### config.mk
export PLATFORM = sky130hd
export DESIGN_NAME = aas_alu
export DESIGN_NICKNAME = d
export VERILOG_FILES = /design/src/core/aas_pkg.sv /design/src/core/aas_dmem.sv /design/src/core/aas_alu.sv
export SDC_FILE = /design/constraint.sdc
export NUM_CORES = 1
export LEC_CHECK = 0
export BUFFER_PORTS_ARGS = -buffer_cell sky130_fd_sc_hd__buf_2
export CAP_MARGIN = 20
export CORE_UTILIZATION = 41
export CTS_CLUSTER_SIZE = 24
export DETAILED_ROUTE_END_ITERATION = 16
export GPL_TIMING_DRIVEN = 0
export HOLD_SLACK_MARGIN = 0.02
export SKIP_LAST_GASP = 1
export SYNTH_ARGS = -nofsm -noshare
export SYNTH_HDL_FRONTEND = slang
export SYNTH_SLANG_ARGS = --single-unit
export TNS_END_PERCENT = 20
### constraint.sdc
create_clock -name clock_i -period 11 [get_ports clock_i]
set_input_delay 3.3 -clock clock_i [delete_from_list [all_inputs] [get_ports clock_i]]
set_output_delay 3.3 -clock clock_i [all_outputs]
set_load 0.02 [all_outputs]
### src/core/aas_pkg.sv
// package: shared widths, constants, opcodes, carriers and states
package aas_pkg;
   // ---------------------------------------------------------------
   // widths and constants
   // ---------------------------------------------------------------
   localparam int         DATA_W   = 8;
   localparam int         ADDR_W   = 6;
   localparam int         BIT_W    = 3;
   localparam int         MEM_DEPTH = 64;
   localparam logic [7:0] WORK_RST = 8'h00;
   localparam logic [7:0] ALL_ONES = 8'hFF;
   localparam logic [7:0] ONE      = 8'h01;

   // ---------------------------------------------------------------
   // operations
   // ---------------------------------------------------------------
   typedef enum logic [3:0] {
      rotate_right_thru_carry_to_work = 4'h0,
      subtract_with_borrow_to_work    = 4'h1,
      subtract_with_borrow_to_mem     = 4'h2,
      subtract_mem_to_work            = 4'h3,
      subtract_to_mem                 = 4'h4,
      subtract_imm_to_work            = 4'h5,
      decrement_skip_zero             = 4'h6,
      decrement_to_work_skip_zero     = 4'h7,
      increment_skip_zero             = 4'h8,
      increment_to_work_skip_zero     = 4'h9,
      set_byte                        = 4'hA,
      set_bit                         = 4'hB,
      skip_if_bit_one                 = 4'hC,
      swap_nibbles                    = 4'hD
   } aas_op_type;

   typedef struct packed {
      aas_op_type          op;
      logic [ADDR_W-1:0]   addr;
      logic [BIT_W-1:0]    bitsel;
      logic [DATA_W-1:0]   imm;
   } aas_req_type;

   typedef struct packed {
      logic signed_range_flag;
      logic zero;
      logic nibble_borrow_flag;
      logic carry;
   } aas_flags_type;

   localparam aas_flags_type FLAGS_RST = '0;

   typedef enum logic [2:0] {
      ST_IDLE = 3'b001,
      ST_EXEC = 3'b010,
      ST_SKIP = 3'b100
   } aas_state_type;
endpackage : aas_pkg

### src/core/aas_dmem.sv
// data memory: one write port, registered read data
module aas_dmem #(
   parameter int DEPTH  = 64,
   parameter int ADDR_W = 6,
   parameter int DATA_W = 8
) (
   // clock
   input  wire logic              clock_i,
   // write port
   input  wire logic              we_i,
   input  wire logic [ADDR_W-1:0] waddr_i,
   input  wire logic [DATA_W-1:0] wdata_i,
   // read port
   input  wire logic [ADDR_W-1:0] raddr_i,
   output logic      [DATA_W-1:0] rdata_o
);
   logic [DATA_W-1:0] mem_q [DEPTH];

   initial begin
      if (DEPTH > (1 << ADDR_W) || DEPTH < 1) begin
         $error("aas_dmem: depth does not fit address width");
      end
   end

   // no reset on the array: contents are software state
   always_ff @(posedge clock_i) begin
      if (we_i) begin
         mem_q[waddr_i] <= wdata_i;
      end
      rdata_o <= mem_q[raddr_i];
   end
endmodule // aas_dmem

### src/core/aas_alu.sv
// execution datapath: subtracts, rotate, inc/dec skip, bit ops, swap
module aas_alu #(
   parameter int MEM_DEPTH = aas_pkg::MEM_DEPTH
) (
   // clock and reset
   input  wire logic                                clock_i,
   input  wire logic                                rst_i,
   // instruction request
   input  wire logic                                start_i,
   input  wire aas_pkg::aas_req_type                req_i,
   // memory preload
   input  wire logic                                load_we_i,
   input  wire logic [aas_pkg::ADDR_W-1:0]          load_addr_i,
   input  wire logic [aas_pkg::DATA_W-1:0]          load_data_i,
   // state
   output logic      [aas_pkg::DATA_W-1:0]          work_o,
   output aas_pkg::aas_flags_type                   flags_o,
   output logic                                     busy_o,
   output logic                                     done_o,
   output logic                                     skip_o,
   // memory write-back view
   output logic                                     mem_we_o,
   output logic      [aas_pkg::ADDR_W-1:0]          mem_addr_o,
   output logic      [aas_pkg::DATA_W-1:0]          mem_wdata_o
);
   import aas_pkg::*;

   initial begin
      if (MEM_DEPTH < 1 || MEM_DEPTH > (1 << ADDR_W)) begin
         $error("aas_alu: memory depth out of range");
      end
   end

   // ---------------------------------------------------------------
   // helpers
   // ---------------------------------------------------------------
   function automatic logic [DATA_W-1:0] bit_mask(input logic [BIT_W-1:0] s);
      bit_mask = ONE << s;
   endfunction

   // returns {carry, nibble carry, overflow, result} of a + b + cin
   function automatic logic [10:0] add_flags(input logic [7:0] a,
                                             input logic [7:0] b,
                                             input logic       cin);
      logic [4:0] lo;
      logic [4:0] hi;
      logic [7:0] r;
      lo = {1'b0, a[3:0]} + {1'b0, b[3:0]} + {4'h0, cin};
      hi = {1'b0, a[7:4]} + {1'b0, b[7:4]} + {4'h0, lo[4]};
      r  = {hi[3:0], lo[3:0]};
      add_flags = {hi[4], lo[4], (a[7] == b[7]) && (r[7] != a[7]), r};
   endfunction

   // ---------------------------------------------------------------
   // state
   // ---------------------------------------------------------------
   aas_state_type     state_q, state_d;
   aas_req_type       req_q, req_d;
   logic [DATA_W-1:0] work_q, work_d;
   aas_flags_type     flags_q, flags_d;
   logic              busy_q, busy_d, done_q, done_d, skip_q, skip_d;
   logic              mwe_q, mwe_d;
   logic [ADDR_W-1:0] maddr_q, maddr_d;
   logic [DATA_W-1:0] mdata_q, mdata_d;
   logic              wr_en;
   logic [ADDR_W-1:0] wr_addr;
   logic [DATA_W-1:0] wr_data;
   logic [DATA_W-1:0] mem_rd;
   logic [DATA_W-1:0] sub_b, dec_v, inc_v, mask;
   logic              sub_cin, is_sub, skip_cond;
   logic [10:0]       sres;

   // write-back lands at the end of the execute cycle, so a request
   // taken right after done already reads the new byte
   aas_dmem #(
      .DEPTH  (MEM_DEPTH),
      .ADDR_W (ADDR_W),
      .DATA_W (DATA_W)
   ) u_dmem (
      .clock_i (clock_i),
      .we_i    (wr_en),
      .waddr_i (wr_addr),
      .wdata_i (wr_data),
      .raddr_i (req_i.addr),
      .rdata_o (mem_rd)
   );

   // ---------------------------------------------------------------
   // execute
   // ---------------------------------------------------------------
   always_comb begin
      dec_v   = mem_rd - ONE;
      inc_v   = mem_rd + ONE;
      mask    = bit_mask(req_q.bitsel);
      is_sub  = req_q.op inside {subtract_with_borrow_to_work,
                                 subtract_with_borrow_to_mem,
                                 subtract_mem_to_work, subtract_to_mem,
                                 subtract_imm_to_work};
      sub_b   = (req_q.op == subtract_imm_to_work) ? ~req_q.imm
                                                   : ~mem_rd;
      sub_cin = (req_q.op == subtract_with_borrow_to_work ||
                 req_q.op == subtract_with_borrow_to_mem)
                ? flags_q.carry : 1'b1;
      sres    = add_flags(work_q, sub_b, sub_cin);
      state_d = state_q;
      req_d   = req_q;
      work_d  = work_q;
      flags_d = flags_q;
      done_d  = 1'b0;
      skip_d  = 1'b0;
      mwe_d   = 1'b0;
      maddr_d = maddr_q;
      mdata_d = mdata_q;
      skip_cond = 1'b0;
      wr_en   = 1'b0;
      wr_addr = load_addr_i;
      wr_data = load_data_i;
      case (state_q)
         ST_IDLE: begin
            if (start_i) begin
               req_d   = req_i;
               state_d = ST_EXEC;
            end else if (load_we_i) begin
               wr_en = 1'b1;
            end
         end
         ST_EXEC: begin
            case (req_q.op)
               rotate_right_thru_carry_to_work: begin
                  work_d        = {flags_q.carry, mem_rd[7:1]};
                  flags_d.carry = mem_rd[0];
               end
               subtract_with_borrow_to_work, subtract_mem_to_work,
               subtract_imm_to_work: begin
                  work_d = sres[7:0];
               end
               subtract_with_borrow_to_mem, subtract_to_mem: begin
                  wr_en   = 1'b1;
                  wr_data = sres[7:0];
               end
               decrement_skip_zero: begin
                  wr_en     = 1'b1;
                  wr_data   = dec_v;
                  skip_cond = (dec_v == WORK_RST);
               end
               decrement_to_work_skip_zero: begin
                  work_d    = dec_v;
                  skip_cond = (dec_v == WORK_RST);
               end
               increment_skip_zero: begin
                  wr_en     = 1'b1;
                  wr_data   = inc_v;
                  skip_cond = (inc_v == WORK_RST);
               end
               increment_to_work_skip_zero: begin
                  work_d    = inc_v;
                  skip_cond = (inc_v == WORK_RST);
               end
               set_byte: begin
                  wr_en   = 1'b1;
                  wr_data = ALL_ONES;
               end
               set_bit: begin
                  wr_en   = 1'b1;
                  wr_data = mem_rd | mask;
               end
               skip_if_bit_one: begin
                  skip_cond = ((mem_rd & mask) != WORK_RST);
               end
               swap_nibbles: begin
                  wr_en   = 1'b1;
                  wr_data = {mem_rd[3:0], mem_rd[7:4]};
               end
               default: begin
               end
            endcase
            if (is_sub) begin
               // carry out of the complement add is the no-borrow bit
               flags_d.carry              = sres[10];
               flags_d.nibble_borrow_flag = sres[9];
               flags_d.signed_range_flag  = sres[8];
               flags_d.zero = (sres[7:0] == WORK_RST);
            end
            if (wr_en) begin
               wr_addr = req_q.addr;
            end
            mwe_d   = wr_en;
            maddr_d = req_q.addr;
            mdata_d = wr_data;
            skip_d  = skip_cond;
            done_d  = !skip_cond;
            state_d = skip_cond ? ST_SKIP : ST_IDLE;
         end
         ST_SKIP: begin
            // dummy cycle in place of the discarded prefetch
            done_d  = 1'b1;
            state_d = ST_IDLE;
         end
         default: begin
            state_d = ST_IDLE;
         end
      endcase
      busy_d = (state_d != ST_IDLE);
   end

   always_ff @(posedge clock_i or posedge rst_i) begin
      if (rst_i) begin
         state_q <= ST_IDLE;
         req_q   <= '0;
         work_q  <= WORK_RST;
         flags_q <= FLAGS_RST;
         busy_q  <= 1'b0;
         done_q  <= 1'b0;
         skip_q  <= 1'b0;
         mwe_q   <= 1'b0;
         maddr_q <= '0;
         mdata_q <= WORK_RST;
      end else begin
         state_q <= state_d;
         req_q   <= req_d;
         work_q  <= work_d;
         flags_q <= flags_d;
         busy_q  <= busy_d;
         done_q  <= done_d;
         skip_q  <= skip_d;
         mwe_q   <= mwe_d;
         maddr_q <= maddr_d;
         mdata_q <= mdata_d;
      end
   end

   assign work_o      = work_q;
   assign flags_o     = flags_q;
   assign busy_o      = busy_q;
   assign done_o      = done_q;
   assign skip_o      = skip_q;
   assign mem_we_o    = mwe_q;
   assign mem_addr_o  = maddr_q;
   assign mem_wdata_o = mdata_q;

   logic exec;
   assign exec = (state_q == ST_EXEC);
endmodule // aas_alu

==> flow_summary.toml <==
[placed_design]
placed_cells = 2248
place_congestion = 0.961
port_buffers = 66
placedInstanceArea_sq_um = 25600
dp_hpwl_um = 44500

[synthesis]
synthArstFlopShare_pct = 9.41
ys_warn_count = 0
yosys-top-cells-area = "edfxtp_1, mux4_2, dfrtp_1, nor2_1, nand2_1"
ys_seq_elements = 574
synth.avg_cell_area_sq_um = 17.1
synthCells = 1404
ys_types = 81
synth_largest_area_cell = "edfxtp_1"
synth_fp_nets = 1456
post-synth-top-area-fraction_pct = 63.9
syn_area_sq_um = 24100
synth_edf_count = 512
ys_seq_area_share_pct = 70.1
synth-main-ff-cell = "edfxtp_1"

[power_and_ir_drop]
power_leakage_nw = 9.07
vdd_drop_max_mv = 0.146
p_per_area_nw_per_um2 = 199

[worst_setup_path]
path_class = "reg -> reg"
worstPathRequired_ns = 11.35
crit_path_end_kind = "flop"
start_kind = "flop"
rrSetupSlack_ns = 4.88
worstPathArrival_ns = 6.47
crit_fanout = 48

[drt]
via_per_inst = 5.81
drtPass1Iterations = 5
routedWlPerCell_um = 28.0
drcViolationCount = 0
wl_um = 65900
num_vias = 13700
antenna_left = 0
drt_iter0_markers = 1433

[grt]
grt_first_pass_wirelength_um = 95900
grt_overflow_total = 0
grt_pass1_vias = 13800
track_usage_pct = 22.4
grt_antenna_before_repair = 0
grt_max_degree = 57

[clocking]
path_clk_slew_ns = 0.06
numCtsBuffers = 57
cts-resized-gates = 0
cts_max_level = 2
clock_latency_ns = 0.63
clockBufferDepth = 3
hold_buffers = 0
cts_tree = "yes"
cts_root_buf = "clkbuf_16"
post_cts_buffers = 0
clock_sinks = 574

[cells_and_area]
final_cell_mix = "edfxtp_1, mux4_2, nor2_1"
finalNonFillerCells = 2355
nFillCells = 4923
final_common_cell = "edfxtp_1"
nets = 1595
postLayoutCellArea_sq_um = 27500
syn_to_final_growth_pct = 14.4
drive_gt1_share_pct = 24.3
diodes = 0

[die]
die_h_um = 244
ios = 69
fp.dieW_um = 244
core_sq_um = 57800
rows = 88
dieArea_sq_um = 59700
start_util_pct = 41.7

[timing]
relSlewSlack_pct = 26.5
rsz0062_at_grt = "false"
timing.final.hold_violations = 0
tightest_slew_ns = 1.10
slew_viol_final = 0
finalCritPeriodShare_pct = 55.6
fin_skew_ns = 0.0360
clock.fmax_mhz = 163
finalSetupTns_ns = 0
setup_viol = 0
period_needed_ns = 6.12

[status]
status = "finished clean"

[flow_run]
maxCapViolations = 0

[min_path]
min-delay-path-class = "reg -> reg"
## per-stage QoR
step	hold slack [ns]	setup slack (ns)	utilization, %	total power, mW
2_1_floorplan	0.479	4.76	-	3.15
3_3_place_gp	0.456	1.86	43.9	3.48
3_5_place_dp	0.467	4.30	44.2	3.50
4_1_cts	0.480	4.28	47.6	5.50
5_1_grt	0.506	4.61	47.6	5.66
6_report	0.474	4.88	47.6	5.47
## worst paths after layout
check | cells past startpoint | startpoint | endpoint
worst min-delay path | 1 | mem_wdata_o[7] | mem_wdata_o[7]
min in group asynchronous | 2 | rst_i | req_q[19]
max in group asynchronous | 3 | rst_i | work_o[1]
worst min register to register | 1 | mem_wdata_o[7] | mem_wdata_o[7]
worst max-delay path | 18 | req_q[17] | u_dmem.mem_q[9][6]
worst max register to register | 18 | req_q[17] | u_dmem.mem_q[9][6]
## layout make-up
| type | instances | area [sq um] | share of cell area (%) |
|---|---|---|---|
| Buffer | 83 | 384 | 1.39 |
| Clock buffer | 71 | 1530 | 5.56 |
| Clock inverter | 35 | 419 | 1.52 |
| Inverter | 12 | 45.0 | 0.164 |
| Multi-Input combinational cell | 735 | 6780 | 24.6 |
| Sequential cell | 574 | 16900 | 61.3 |
| Tap cell | 765 | 957 | 3.48 |
| Timing Repair Buffer | 80 | 539 | 1.96 |
## where the power goes
group / switching (mW) / leakage, nW / total (mW) / internal, mW
Combinational: 0.587 / 2.79 / 0.899 / 0.312
Clock: 0.835 / 0.944 / 2.01 / 1.18
Sequential: 0.0685 / 5.33 / 2.56 / 2.49
## flip-flops by register name, summed over array words and instances, names as in the netlist
signal,count
u_dmem.mem_q,512
req_q,21
mem_wdata_o,8
u_dmem.rdata_o,8
work_o,8
mem_addr_o,6
flags_o,4
state_q,3
busy_o,1
done_o,1
mem_we_o,1
skip_o,1
## cell usage after synthesis (6+ instances only)
master     count
a2111oi_0      6
a211o_1        6
a211oi_1       7
a21o_1        13
a21oi_1       40
a221oi_1       6
a22oi_1       16
a31oi_1        6
buf_1          7
buf_2         25
buf_4          9
clkbuf_1      41
dfrtp_1       53
dfxtp_1        8
edfxtp_1     512
ha_1           9
inv_1         11
mux2_2        23
mux2i_1       17
mux4_2       128
nand2_1       75
nand2_2        8
nand2b_1      24
nand3_1       13
nor2_1       106
nor2b_1       15
nor3_1        22
o21a_1         6
o21ai_0       30
o221ai_1       7
o22ai_1       39
o31ai_1        6
or3_1          6
xnor2_1       12
## critical path, stage by stage (launching register included)
cell and delay, ns:
dfrtp_1 0.50, clkbuf_1 0.45, nand2b_1 0.20, nor2_1 0.23, clkbuf_8 0.23, a21oi_1 0.09, fa_1 0.43, fa_1 0.44
a21o_1 0.18, a21o_1 0.20, fa_1 0.44, fa_1 0.44, xnor2_1 0.35, nand2_1 0.11, a211oi_1 0.28, a221oi_1 0.10
a211oi_1 0.63, nor2_4 0.25, buf_12 0.26
## cells by family after synthesis
group | synth area share (%)
muxes | 14.1
buffers and inverters | 1.78
AOI/OAI and AO/OA | 6.11
DFF | 70.1
adders and majority gates | 0.800
xor gates and xnor gates | 0.618
and+or+nand+nor | 6.41
## metal layers
layer  wire length (um)  part of all wire [%]  global-route usage [%]  vias up
met5                  0                     0                       0        -
met3               4660                   7.1                    3.94      124
met4               2120                   3.2                    7.33        0
met2              31400                    48                    36.3      557
li1                   -                     -                       -     5917
met1              27700                    42                    30.7     7093
Power figures use the tool's default switching activity.
